### config.mk
export PLATFORM = sky130hd
export DESIGN_NAME = tsf_status_irq
export DESIGN_NICKNAME = d
export VERILOG_FILES = /design/src/tsf_pkg.sv /design/src/tsf_status_irq.sv
export SDC_FILE = /design/constraint.sdc
export NUM_CORES = 1
export LEC_CHECK = 0
export CORE_ASPECT_RATIO = 0.75
export CORE_UTILIZATION = 60
export CTS_BUF_LIST = sky130_fd_sc_hd__clkbuf_4
export DETAILED_ROUTE_END_ITERATION = 8
export DONT_BUFFER_PORTS = 1
export PLACE_DENSITY = 0.9
export SLEW_MARGIN = 10
export SYNTH_ARGS = -nofsm -noshare
export SYNTH_HDL_FRONTEND = slang
export SYNTH_SLANG_ARGS = --single-unit
### constraint.sdc
create_clock -name clk -period 15 [get_ports clk]
set_input_delay 2.25 -clock clk [delete_from_list [all_inputs] [get_ports clk]]
set_output_delay 2.25 -clock clk [all_outputs]
set_load 0.005 [all_outputs]
### src/tsf_pkg.sv
// Constants and types for the timer status flag and interrupt enable block
package tsf_pkg;
  localparam int NUM_CH = 5;
  localparam int NUM_DMA_CH = 4;
  localparam int NUM_WIDE = 5;
  localparam int ADDR_W = 7;
  // Channel select is addr[6:4]; word index is addr[3:1]
  localparam int CH_LSB = 4;
  localparam int IDX_LSB = 1;
  localparam logic [2:0] IDX_COUNTER = 3'h0;
  localparam logic [2:0] IDX_GEN_A = 3'h1;
  localparam logic [2:0] IDX_GEN_B = 3'h2;
  localparam logic [2:0] IDX_BUF_A = 3'h3;
  localparam logic [2:0] IDX_BUF_B = 3'h4;
  // Flags in the even byte (upper lane), enables in the odd byte
  localparam logic [2:0] IDX_FLAGS_ENABLES = 3'h5;
  localparam logic [2:0] LAST_CH = 3'h4;
  // Field positions shared by flags and enables
  localparam int BIT_WRAP = 2;
  localparam int BIT_B = 1;
  localparam int BIT_A = 0;
  localparam int LANE_HI = 1;
  localparam int LANE_LO = 0;
  // Reset value of the three live bits; reserved bits are constants
  localparam logic [2:0] LIVE_RESET = 3'h0;
  localparam logic [3:0] RSVD_ONES = 4'hf;
  localparam logic RSVD_TOP = 1'h0;
  localparam logic [15:0] WIDE_RESET = 16'h0000;

  // One CPU bus cycle; be[1] is the even (upper) byte
  typedef struct packed {
    logic rd;
    logic wr;
    logic [1:0] be;
    logic [ADDR_W-1:0] addr;
    logic [15:0] wdata;
  } tsf_bus_t;

  // Event pulses from the counting logic, one bit per channel
  typedef struct packed {
    logic [NUM_CH-1:0] wrap_up;
    logic [NUM_CH-1:0] wrap_down;
    logic [NUM_CH-1:0] match_a;
    logic [NUM_CH-1:0] match_b;
  } tsf_evt_t;
endpackage

### src/tsf_status_irq.sv
// Per-channel event flags, interrupt enables and CPU register access
module tsf_status_irq
  import tsf_pkg::*;
(
  // Clock and reset
  input wire logic clk,
  input wire logic reset,
  input wire logic standby,
  // CPU register access
  input wire tsf_bus_t bus,
  output logic [15:0] rdata,
  // Events and mode bits from the counting logic
  input wire tsf_evt_t evt,
  input wire logic phase_count_select,
  input wire logic combined_mode_bit1,
  input wire logic combined_mode_bit0,
  input wire logic [NUM_DMA_CH-1:0] dma_start_a,
  // Interrupt requests
  output logic [NUM_CH-1:0] match_capture_irq_a,
  output logic [NUM_CH-1:0] match_capture_irq_b,
  output logic [NUM_CH-1:0] wrap_irq,
  // Register contents for the counting logic
  output logic [NUM_CH-1:0][NUM_WIDE-1:0][15:0] wide_regs
);

  logic [NUM_CH-1:0][2:0] flags_q;
  logic [NUM_CH-1:0][2:0] enables_q;
  logic [NUM_CH-1:0][2:0] armed_q;
  logic [NUM_CH-1:0][NUM_WIDE-1:0][15:0] wide_q;
  logic [15:0] rdata_q;
  logic [15:0] rdata_d;

  // Address decode
  wire logic [2:0] sel_ch = bus.addr[ADDR_W-1:CH_LSB];
  wire logic [2:0] sel_idx = bus.addr[CH_LSB-1:IDX_LSB];
  wire logic ch_ok = (sel_ch <= LAST_CH);
  wire logic is_fe = ch_ok && (sel_idx == IDX_FLAGS_ENABLES);
  wire logic is_wide = ch_ok && (sel_idx < IDX_FLAGS_ENABLES);
  wire logic flags_rd = bus.rd && is_fe && bus.be[LANE_HI];
  wire logic flags_wr = bus.wr && is_fe && bus.be[LANE_HI];
  wire logic enables_wr = bus.wr && is_fe && bus.be[LANE_LO];

  // Downward wraps only count where the counter runs both ways
  wire logic [NUM_CH-1:0] down_ok = {
    {2{combined_mode_bit1 && !combined_mode_bit0}}, phase_count_select, 2'b00};

  assign wide_regs = wide_q;
  assign rdata = rdata_q;

  genvar ch;
  generate
    for (ch = 0; ch < NUM_CH; ch++) begin : g_ch
      logic hit;
      logic [2:0] set_ev;
      logic [2:0] clr_ev;
      logic dma_clr;
      assign hit = (sel_ch == 3'(ch));
      // Hardware sets; listed so a clear in the same cycle loses
      assign set_ev[BIT_WRAP] = evt.wrap_up[ch] || (evt.wrap_down[ch] && down_ok[ch]);
      assign set_ev[BIT_B] = evt.match_b[ch];
      assign set_ev[BIT_A] = evt.match_a[ch];
      if (ch < NUM_DMA_CH) begin : g_dma
        assign dma_clr = dma_start_a[ch];
      end else begin : g_nodma
        assign dma_clr = 1'b0;
      end
      // Clear needs an earlier read that saw the bit at one
      assign clr_ev = (flags_wr && hit) ? (armed_q[ch] & ~bus.wdata[10:8]) : 3'h0;
      assign wrap_irq[ch] = flags_q[ch][BIT_WRAP] && enables_q[ch][BIT_WRAP];
      assign match_capture_irq_b[ch] = flags_q[ch][BIT_B] && enables_q[ch][BIT_B];
      assign match_capture_irq_a[ch] = flags_q[ch][BIT_A] && enables_q[ch][BIT_A];

      // Flags, set wins over any clear
      always_ff @(posedge clk or posedge reset) begin
        if (reset) begin
          flags_q[ch] <= LIVE_RESET;
        end else if (standby) begin
          flags_q[ch] <= LIVE_RESET;
        end else begin
          flags_q[ch] <= (flags_q[ch] & ~clr_ev & ~{2'b00, dma_clr}) | set_ev;
        end
      end

      // Read-as-one memory; any flags write consumes it
      always_ff @(posedge clk or posedge reset) begin
        if (reset) begin
          armed_q[ch] <= LIVE_RESET;
        end else if (standby || (flags_wr && hit)) begin
          armed_q[ch] <= LIVE_RESET;
        end else if (flags_rd && hit) begin
          armed_q[ch] <= flags_q[ch];
        end
      end

      // Enables; reserved bits written are ignored
      always_ff @(posedge clk or posedge reset) begin
        if (reset) begin
          enables_q[ch] <= LIVE_RESET;
        end else if (standby) begin
          enables_q[ch] <= LIVE_RESET;
        end else if (enables_wr && hit) begin
          enables_q[ch] <= bus.wdata[2:0];
        end
      end

      // Sixteen-bit registers, each byte lane written on its own
      for (genvar r = 0; r < NUM_WIDE; r++) begin : g_wide
        logic wr_r;
        assign wr_r = bus.wr && is_wide && hit && (sel_idx == 3'(r));
        always_ff @(posedge clk or posedge reset) begin
          if (reset) begin
            wide_q[ch][r] <= WIDE_RESET;
          end else if (wr_r) begin
            if (bus.be[LANE_HI]) begin
              wide_q[ch][r][15:8] <= bus.wdata[15:8];
            end
            if (bus.be[LANE_LO]) begin
              wide_q[ch][r][7:0] <= bus.wdata[7:0];
            end
          end
        end
      end
    end
  endgenerate

  // Read mux; unmapped addresses read zero, unselected lanes read zero
  always_comb begin
    rdata_d = 16'h0000;
    if (bus.rd && is_wide) begin
      rdata_d = wide_q[sel_ch][sel_idx];
    end else if (bus.rd && is_fe) begin
      // Reserved bits read one; the undefined top bit reads zero here
      rdata_d = {RSVD_TOP, RSVD_ONES, flags_q[sel_ch], RSVD_TOP, RSVD_ONES, enables_q[sel_ch]};
    end
    rdata_d[15:8] = bus.be[LANE_HI] ? rdata_d[15:8] : 8'h00;
    rdata_d[7:0] = bus.be[LANE_LO] ? rdata_d[7:0] : 8'h00;
  end

  // Read data is registered, so it appears one cycle after the strobe
  always_ff @(posedge clk or posedge reset) begin
    if (reset) begin
      rdata_q <= 16'h0000;
    end else begin
      rdata_q <= rdata_d;
    end
  end

  wire logic ch0_flags_wr = flags_wr && (sel_ch == 3'h0) && !standby;
  // Upper-byte-only write to channel 1 register A, the case the bench drives
  wire logic ch1_hi_wr = bus.wr && is_wide && (sel_ch == 3'h1) && (sel_idx == IDX_GEN_A)
    && (bus.be == 2'b10);
  wire logic ch1_word_acc = is_wide && (sel_ch == 3'h1) && (sel_idx == IDX_GEN_A)
    && (bus.be == 2'b11);
endmodule
==> metrics.yaml, run 1 <==
timing:
  tightest_slew_ps: 1359
  rsz0062_at_grt: "false"
  finalHoldViolCount: 0
  period_share_pct: 29.33
  clock_skew_ps: 64.51
  slew_headroom_pct: 7.044
  period_needed_ps: 4400
  maxSlewViolCount: 0
  finalSetupTns_ps: 0
  max_freq_mhz: 227.3
  setup_viol: 0
synthesis:
  ys_seq_elements: 461
  ys_warn_count: 0
  synth_cell_type_count: 54
  syn-num-nets: 1653
  ys_seq_area_share_pct: 53.38
  synthesis.area_um2: 21610
  yosys.area.top_type: "dfrtp_1"
  synth_top_area_share_pct: 53.38
  synth-main-ff-cell: "dfrtp_1"
  avgSynthCellArea_um2: 13.54
  synthCells: 1596
  postSynth.asyncResetShare_pct: 100.0
  synthTopCellsByArea: "dfrtp_1 (53%), mux2_2 (20%), mux2i_1 (6.4%)"
  synth-edff-count: 0
global_route:
  antenna_found_initial: 2
  grt_pass1_vias: 15330
  grt_pass1_wl_mm: 101.8
  grt_max_degree: 184
  grt_usage_pct: 37.19
  gr-total-overflow: 0
critical_path:
  cp_top_family: "compound AO/OA/AOI/OAI gates"
  end_kind: "flop"
  path_buf_inv: 0
  path_max_fanout: 173
  critPathMaxStageDelay_ps: 1270
  cp_data_required_time_ps: 15710
  crit_chain: "nor3b_4 > and3_1 > a2111oi_0 > a31oi_1 > or3_1"
  worstSetupPathType: "in -> reg"
  startpoint_type: "primary input"
  arrival_ps: 5110
  slowest_stage: "a2111oi_0"
detailed_routing:
  routed_via_density: 6.947
  ant_nets: 0
  dr.pass1.iters: 7
  vias: 15060
  drc: 0
  initialDrtViolationCount: 1389
  wl_per_cell_um: 31.55
  routed_wl_mm: 68.40
layout:
  area_growth_pct: 7.967
  layout_commonest_cell: "dfrtp_1"
  final_nets: 1682
  fillCellCount: 2462
  regArea_um2: 11540
  mostFrequentLayoutCells: "dfrtp_1 (461), mux2_2 (386), clkbuf_4 (167), mux2i_1 (139), o22ai_1 (67)"
  drive_gt1_share_pct: 39.44
  multi_input_area_um2: 9595
clock_network:
  cts_made_buffers: 111
  cts_hold_buf: 0
  cts_sinks: 461
  post_cts_buffers: 0
  htreeDepth: 3
  cts_tree: "yes"
  clock-root-buffer: "clkbuf_4"
  clockBufferDepth: 3
  clock_latency_ps: 840
  clk_pin_slew_ps: 70
  postCtsResizedCells: 0
floorplanning:
  start_util_pct: 61.63
  rows: 59
  io_pins: 488
  core_region_area_um2: 35060
  die_w_um: 221.1
  die-area_um2: 36790
  fp.dieH_um: 166.4
pwr:
  peakVddDrop_v: 0.00008024
  power.density_nw_per_um2: 108.2
  fin_total_pwr_mw: 2.524
  p_leak_nw: 11.15
placed_design:
  io_buffers: 0
  routabilityCongestion: 0.9122
  dpl.hpwl_mm: 46.52
job:
  maxCapViolations: 0
run_status:
  status: "finished, final reports clean"
min_path:
  hold_class: "reg -> reg"
-- Yosys cell counts, types with 8 or more instances --
cell type / instances
nor2b_1: 8
nand2_1: 26
a31oi_1: 8
a21oi_1: 26
clkbuf_1: 66
buf_2: 30
dfrtp_1: 461
o22ai_1: 67
and2_1: 15
nand3_1: 20
o21ai_0: 20
nor2_4: 40
mux2_1: 15
nand4b_1: 12
o221ai_1: 8
a22oi_1: 44
nor2_8: 10
nor3b_1: 17
and3_1: 16
a2111oi_0: 16
nor2_1: 57
mux2_2: 386
mux4_2: 16
mux2i_1: 139
-- area by class of cell --
class                   instances  share of cell area [%]
diodes                          2                 0.02145
clock buffers                 167                   5.374
clock inverters                30                  0.6811
inverters                       6                  0.1126
multi-input cells            1023                   41.13
flip-flops and latches        461                   49.45
well taps                     457                   2.451
repair buffers                 22                  0.7883
-- report_power, final --
group	internal (mW)	switching, mW
sequential	1.29	0.0649
combinational	0.0638	0.0703
clock	0.524	0.511
total	1.88	0.646
-- flip-flops by register name (all words and copies together), names as in the netlist --
signal,cells
armed_q,15
enables_q,15
flags_q,15
rdata,16
wide_regs,400
-- worst register-to-register path: stages, from the launching register on --
cell and delay, ps:
dfrtp_1 450, mux2i_1 180, o22ai_1 110, a2111oi_0 1120
a31oi_1 350, or3_1 450
-- path summary, 6_finish.rpt --
check | from | endpoint | slack (ps) | depth (start not counted)
max | bus[21] | rdata[1] | 10600 | 5
min | enables_q[11] | enables_q[11] | 540 | 2
max reg2reg | wide_regs[289] | rdata[1] | 12190 | 5
min reg2reg | enables_q[11] | enables_q[11] | 540 | 2
max in group asynchronous | reset | wide_regs[87] | 11240 | 3
min in group asynchronous | reset | wide_regs[314] | 1410 | 1
-- per-stage QoR --
step / hold slack, ps / instance area (µm²) / instances / util, % / worst slack, ps
detailed placement: 528.7 / 21910 / 1969 / 62.48 / 10110
finish: 542.6 / 23330 / 2168 / 66.54 / 10600
global route: 571.8 / 23330 / 2168 / 66.54 / 10810
floorplan: 496.1 / 21610 / 1596 / - / 6511
CTS: 542.7 / 23320 / 2166 / 66.50 / 11020
global placement: 521.2 / 21900 / 1968 / 62.44 / 10040
-- logic make-up (layout without fill, tap and decap cells) --
| logic type | after synthesis | in the layout | share of synthesized area (%) |
|---|---|---|---|
| compound gates | 205 | 205 | 6.410 |
| buf+inv | 112 | 225 | 2.258 |
| flops | 461 | 461 | 53.38 |
| mux | 556 | 556 | 29.00 |
| other cells | 0 | 2 | 0 |
| simple gates | 262 | 262 | 8.946 |
-- metal layers --
metal  vias to the layer above  global-route usage [%]  wire (µm)
met1                      7820                   47.27      26130
met5                         -                       0          0
met4                         0                   15.11       2634
li1                       6057                       -          -
met3                       191                   15.16       8180
met2                       994                   56.73      31450
(Power assumes the default switching activity.)
==> run 2, diff against run 1 <==
--- a/config.mk
+++ b/config.mk
@@ -10,7 +10,7 @@
 export CTS_BUF_LIST = sky130_fd_sc_hd__clkbuf_4
 export DETAILED_ROUTE_END_ITERATION = 8
 export DONT_BUFFER_PORTS = 1
-export PLACE_DENSITY = 0.9
+export PLACE_DENSITY = 0.87
 export SLEW_MARGIN = 10
 export SYNTH_ARGS = -nofsm -noshare
 export SYNTH_HDL_FRONTEND = slang
==> constraint.sdc (replaced) <==
create_clock -name clk -period 4.1 [get_ports clk]
set_input_delay 0.615 -clock clk [delete_from_list [all_inputs] [get_ports clk]]
set_output_delay 0.615 -clock clk [all_outputs]
set_load 0.005 [all_outputs]
==> run 2 against run 1 <==
Compared with the run above: combinational power grew to 4.6 times the previous value; critical endpoint is now rdata[9]; via count grew 2.3%; highest routed layer is now met5; flip-flop and latch count unchanged; core utilization grew 1.6 points; count of clock-buffer cells in the layout fell by 7; clock power rose to 3.7 times the previous value.
==> metrics.yaml, run 2 (synthesized netlist as in run 1, its figures left out) <==
detailed_routing:
  vias: 15410  # +2.3%
  ant_nets: 0  # unchanged
  initialDrtViolationCount: 1445  # +4.0%
  wl_per_cell_um: 31.32  # -0.74%
  routed_via_density: 6.938  # -0.14%
  routed_wl_mm: 69.55  # +1.7%
  dr.pass1.iters: 5  # -2
  drc: 0  # unchanged
timing:
  slew_headroom_pct: 16.93  # +9.9 points
  period_needed_ps: 2618
  max_freq_mhz: 382.0
  clock_skew_ps: 53.58  # -10.93 ps
  maxSlewViolCount: 0  # unchanged
  finalHoldViolCount: 0  # unchanged
  period_share_pct: 63.85
  tightest_slew_ps: 1215  # -144.5 ps
  setup_viol: 0  # unchanged
  rsz0062_at_grt: "false"
layout:
  multi_input_area_um2: 9597  # about the same
  final_nets: 1730  # +2.9%
  largest_reg_flops: 400  # unchanged
  mostFrequentLayoutCells: "dfrtp_1 (461), mux2_2 (386), clkbuf_4 (160), mux2i_1 (139), o22ai_1 (67)"
  drive_gt1_share_pct: 38.79  # -0.64 points
  fillCellCount: 2388  # -3.0%
  design_area_um2: 23880  # +2.3%
  area_growth_pct: 10.50
  regArea_um2: 11540  # unchanged
  layout_commonest_cell: "dfrtp_1"
min_path:
  hold_start: "bus[10]"
  hold_class: "in -> reg"
  whs_endpoint: "flags_q[2]"
  worstHoldPathCells: 3  # +1
clock_network:
  post_cts_buffers: 0  # unchanged
  clk_pin_slew_ps: 70  # about the same
  clock-root-buffer: "clkbuf_4"
  clockBufferDepth: 3  # unchanged
  cts_tree: "yes"
  cts_made_buffers: 108  # -2.7%
  cts_hold_buf: 40  # +40
  htreeDepth: 3  # unchanged
  clock_latency_ps: 840  # about the same
  cts_sinks: 461  # unchanged
  postCtsResizedCells: 0  # unchanged
critical_path:
  slowest_stage: "a2111oi_0"
  critPathMaxStageDelay_ps: 1040  # -230 ps
  cp_data_required_time_ps: 4810  # -10900 ps
  reg2reg_from: "wide_regs[297]"
  worstSetupPathType: "reg -> reg"
  end_kind: "flop"
  r2r_cells: 5  # unchanged
  cp_top_family: "compound AO/OA/AOI/OAI gates"
  r2r_end: "rdata[9]"
  path_buf_inv: 0  # unchanged
  arrival_ps: 3320  # -1790 ps
  path_max_fanout: 3  # -98%
  reg2reg_slack_ps: 1480  # -10710 ps
  crit_chain: "mux2i_1 > o22ai_1 > a2111oi_0 > a31oi_1 > a211o_1"
  startpoint_type: "flop"
floorplanning:
  core_region_area_um2: 35060  # unchanged
  die_w_um: 221.1  # unchanged
  start_util_pct: 61.63  # unchanged
  die-area_um2: 36790  # unchanged
  io_pins: 488  # unchanged
  fp.dieH_um: 166.4  # unchanged
  rows: 59  # unchanged
global_route:
  gr-total-overflow: 0  # unchanged
  grt_max_degree: 174  # -5.4%
  antenna_found_initial: 6  # +4
  grt_pass1_vias: 15710  # +2.4%
  grt_pass1_wl_mm: 104.0  # +2.2%
  grt_usage_pct: 37.97  # +0.78 points
placed_design:
  routabilityCongestion: 0.9330  # +2.3%
  io_buffers: 0  # unchanged
  place_area_um2: 22000  # +0.41%
  dpl.hpwl_mm: 46.97  # +0.98%
job:
  maxCapViolations: 0  # unchanged
pwr:
  p_leak_nw: 11.39  # +2.2%
  fin_total_pwr_mw: 9.416  # +270%
  peakVddDrop_v: 0.0003228  # +300%
  power.density_nw_per_um2: 394.3  # +260%
run_status:
  status: "finished, final reports clean"
run 2: cell count changes in the layout (fill, tap and decap cells not counted), moves of 2 or more:
cell | previous run | this run
buf_12 | 1 | 6
buf_4 | 19 | 28
bufinv_16 | 1 | 3
clkbuf_2 | 0 | 2
clkbuf_4 | 167 | 160
clkinv_1 | 22 | 26
clkinv_4 | 3 | 0
diode_2 | 2 | 6
dlygate4sd3_1 | 0 | 37
run 2: worst max-delay path by stage:
stage,cells after the start,slack (ps),to,from
5_1_grt,5,1480,rdata[9],wide_regs[297]
3_5_place_dp,7,760,rdata[6],bus[18]
4_1_cts,6,1460,rdata[6],wide_regs[294]
6_report,5,1480,rdata[9],wide_regs[297]
2_1_floorplan,1,-2750,armed_q[0],reset
3_3_place_gp,7,700,rdata[2],bus[18]
run 2: metal layers:
metal  vias up  wire [µm]  track usage (%)
li1       6151          -                -
met1      8000      26720            49.48
met2      1030      31690            57.33
met3       224       7993            14.56
met4         4       3126            15.35
met5         -         22                0
run 2: tightest hold or removal path: stages:
cell	delay [ps]
nand4b_1	80
a21oi_1	60
nor2_1	70
run 2: through the flow:
step / setup WS, ps / hold WS, ps / TNS [ps] / utilization (%) / instances
after floorplan: -2754 / 496.1 / -1269580 / - / 1596
after global placement: 703.9 / 517.8 / 0 / 62.73 / 1978
after detailed placement: 764.3 / 530.2 / 0 / 62.73 / 1978
after CTS: 1458 / 2.204 / 0 / 68.02 / 2213
after global routing: 1478 / 21.09 / 0 / 68.07 / 2217
final: 1482 / 57.21 / 0 / 68.10 / 2221
run 2: cell type report:
class / count / share of cell area [%]
antenna: 6 / 0.06288
clock inverter: 35 / 0.9274
tap: 457 / 2.395
clock buffer: 160 / 5.030
multi-input combinational: 1023 / 40.19
sequential: 461 / 48.31
timing repair buffer: 73 / 2.976
inverter: 6 / 0.1100
run 2: power breakdown:
| group | switching (mW) | internal [mW] |
|---|---|---|
| Clock | 1.86 | 1.97 |
| Sequential | 0.238 | 4.72 |
| Combinational | 0.349 | 0.271 |
| Total | 2.45 | 6.97 |
==> run 3, diff against run 2 <==
--- a/config.mk
+++ b/config.mk
@@ -5,6 +5,7 @@
 export SDC_FILE = /design/constraint.sdc
 export NUM_CORES = 1
 export LEC_CHECK = 0
+export ABC_AREA = 1
 export CORE_ASPECT_RATIO = 0.75
 export CORE_UTILIZATION = 60
 export CTS_BUF_LIST = sky130_fd_sc_hd__clkbuf_4
==> constraint.sdc (replaced) <==
create_clock -name clk -period 2.6 [get_ports clk]
set_input_delay 0.39 -clock clk [delete_from_list [all_inputs] [get_ports clk]]
set_output_delay 0.39 -clock clk [all_outputs]
set_load 0.005 [all_outputs]
==> run 3 against run 2 <==
Compared with the run above: combinational power grew 100%; non-clock buffer count rose by 51; hold slack improved by 41 ps; setup slack got worse by 1400 ps; flip-flop and latch count unchanged; via count rose by 38%; global-route usage grew 5.3 points; cell count up 54%; die area is 0.48% higher; wire length rose by 15%; sequential share of layout area shrank 0.64 points.
==> metrics.yaml, run 3 <==
run_status:
  status: "finished, final reports clean"
global_route:
  grt_pass1_vias: 19950  # +27%
  grt_pass1_wl_mm: 120.8  # +16%
  gr-total-overflow: 0  # unchanged
  antenna_found_initial: 1  # -5
  grt_max_degree: 128  # -26%
  grt_usage_pct: 43.23  # +5.3 points
min_path:
  worstHoldPathCells: 3  # unchanged
  hold_class: "in -> reg"
placed_design:
  routabilityCongestion: 0.9934  # +6.5%
  preCtsSetupSlack_ps: 268.5  # -495.8 ps
  dpl.hpwl_mm: 54.22  # +15%
  io_buffers: 0  # unchanged
detailed_routing:
  initialDrtViolationCount: 2912  # +100%
  drc: 0  # unchanged
  vias: 21240  # +38%
  dr.pass1.iters: 8  # +3
  routed_wl_mm: 80.01  # +15%
  ant_nets: 0  # unchanged
  routed_via_density: 6.225  # -10%
  wl_per_cell_um: 23.46  # -25%
clock_network:
  cts_sinks: 461  # unchanged
  htreeDepth: 3  # unchanged
  clock_latency_ps: 850  # about the same
  clock-root-buffer: "clkbuf_4"
  cts_made_buffers: 110  # +1.9%
  clk_pin_slew_ps: 70  # about the same
  clockBufferDepth: 3  # unchanged
  cts_tree: "yes"
floorplanning:
  die_w_um: 221.7  # +0.24%
  core_region_area_um2: 35140  # +0.21%
  rows: 59  # unchanged
  die-area_um2: 36960  # +0.48%
  fp.dieH_um: 166.8  # +0.24%
  io_pins: 488  # unchanged
  start_util_pct: 61.80  # +0.17 points
timing:
  finalWorstSetupSlack_ps: 115.5  # -1367 ps
  setup_viol: 0  # unchanged
  period_needed_ps: 2485
  tightest_slew_ps: 927.2  # -287.5 ps
  rsz0062_at_grt: "false"
  period_share_pct: 95.56
  clock_skew_ps: 71.17  # +17.59 ps
  finalHoldViolCount: 0  # unchanged
  max_freq_mhz: 402.5
  maxSlewViolCount: 0  # unchanged
  slew_headroom_pct: 38.12  # +21 points
critical_path:
  arrival_ps: 3260  # -60 ps
  worstSetupPathType: "in -> reg"
  r2r_cells: 8  # +3
  end_kind: "flop"
  path_max_fanout: 63  # +60
  startpoint_type: "primary input"
  cp_data_required_time_ps: 3370  # -1440 ps
layout:
  largest_reg_flops: 400  # unchanged
  drive_gt1_share_pct: 10.74  # -28 points
  final_nets: 2932  # +69%
  fillCellCount: 2783  # +17%
  area_growth_pct: 11.44
  mostFrequentLayoutCells: "nand2_1 (1366), dfrtp_1 (461), o21ai_0 (317), clkbuf_4 (160), o21ai_1 (142)"
  layout_commonest_cell: "nand2_1"
synthesis:
  yosysMostFrequentCell: "nand2_1"
  synthesis.area_um2: 21710  # +0.49%
  synthTopCellsByArea: "dfrtp_1 (53%), nand2_1 (24%), o21ai_0 (7.3%)"
  syn-num-nets: 2862  # +73%
  postSynth.asyncResetShare_pct: 100.0  # unchanged
  yosys.area.top_type: "dfrtp_1"
  synth-main-ff-cell: "dfrtp_1"
  avgSynthCellArea_um2: 7.741  # -43%
  synthCells: 2805  # +76%
  synth_top_area_share_pct: 53.13  # -0.26 points
  ys_seq_area_share_pct: 53.13  # -0.26 points
  ys_seq_elements: 461  # unchanged
  ys_warn_count: 0  # unchanged
  synth_commonest_cells: "nand2_1 (1366), dfrtp_1 (461), o21ai_0 (317), o21ai_1 (142), clkbuf_1 (91)"
  synth-edff-count: 0  # unchanged
  synth_cell_type_count: 36  # -33%
pwr:
  peakVddDrop_v: 0.0005139  # +59%
  power.density_nw_per_um2: 616.8  # +56%
  fin_total_pwr_mw: 14.92  # +58%
  p_leak_nw: 12.22  # +7.2%
job:
  maxCapViolations: 0  # unchanged
run 3: layer usage:
metal / GRT usage [%] / share of wire (%) / vias up
met2: 65.78 / 44 / 1712
met5: 0 / 0 / -
met4: 24.52 / 6.1 / 0
met3: 14.93 / 14 / 337
li1: - / - / 9172
met1: 54.12 / 36 / 10010
run 3: what timing repair did:
| action | in CTS | in global routing |
|---|---|---|
| endpoints found under the hold margin | 758 | 0 |
| hold buffers | 67 | 0 |
| setup endpoints to repair | 0 | 13 |
| resized for setup | 0 | 3 |
| buffers inserted | 0 | 1 |
run 3: cell type report:
| type | instances | area, µm² | share of cell area [%] |
|---|---|---|---|
| antenna | 2 | 5.005 | 0.02068 |
| clock buffer | 160 | 1201 | 4.964 |
| clock inverter | 29 | 127.6 | 0.5274 |
| inverter | 93 | 359.1 | 1.484 |
| multi-input combinational | 2085 | 9126 | 37.71 |
| sequential | 461 | 11540 | 47.67 |
| tap | 457 | 571.8 | 2.363 |
| timing repair buffer | 124 | 1271 | 5.253 |
run 3: final timing paths:
check,from,endpoint,slack (ps)
worst max-delay path,bus[21],rdata[3],120
worst max register to register,wide_regs[307],rdata[3],170
min in group asynchronous,reset,wide_regs[111],240
worst min-delay path,bus[19],rdata[15],100
max in group asynchronous,reset,wide_regs[302],1490
worst min register to register,armed_q[7],armed_q[7],530
run 3: critical path, stage by stage:
cell and delay (ps):
inv_4 80, nand2_1 250, inv_1 640, a22oi_1 130
a21oi_1 210, dlygate4sd3_1 610, o21ai_0 100, nand2_1 100
nand2_1 50, dlygate4sd3_1 580, nand2_1 70
run 3: report_power, final:
part / total [mW] / switching [mW] / internal [mW]
Sequential: 7.89 / 0.426 / 7.46
Clock: 5.77 / 2.97 / 2.81
Combinational: 1.26 / 0.880 / 0.384
Total: 14.9 / 4.27 / 10.7
run 3: cells by family (layout without fill, tap and decap cells):
| logic type | Yosys count | count (layout) | share of synthesized area [%] |
|---|---|---|---|
| AND/OR/NAND/NOR | 1531 | 1531 | 28.65 |
| AO/OA/AOI/OAI | 554 | 554 | 13.33 |
| flip-flops | 461 | 461 | 53.13 |
| buffers and inverters | 259 | 406 | 4.898 |
| other | 0 | 2 | 0 |
run 3: stage by stage:
step / utilization, % / setup TNS [ps] / area [µm²] / hold WS (ps) / instances
detailed placement: 63.04 / 0 / 22150 / 278.8 / 3152
global route: 68.86 / 0 / 24200 / 48.24 / 3411
CTS: 68.79 / 0 / 24170 / 15.64 / 3408
finish: 68.86 / 0 / 24200 / 97.94 / 3411
global placement: 63.04 / 0 / 22150 / 272.3 / 3152
floorplan: - / -1857360 / 21720 / 469.1 / 2805
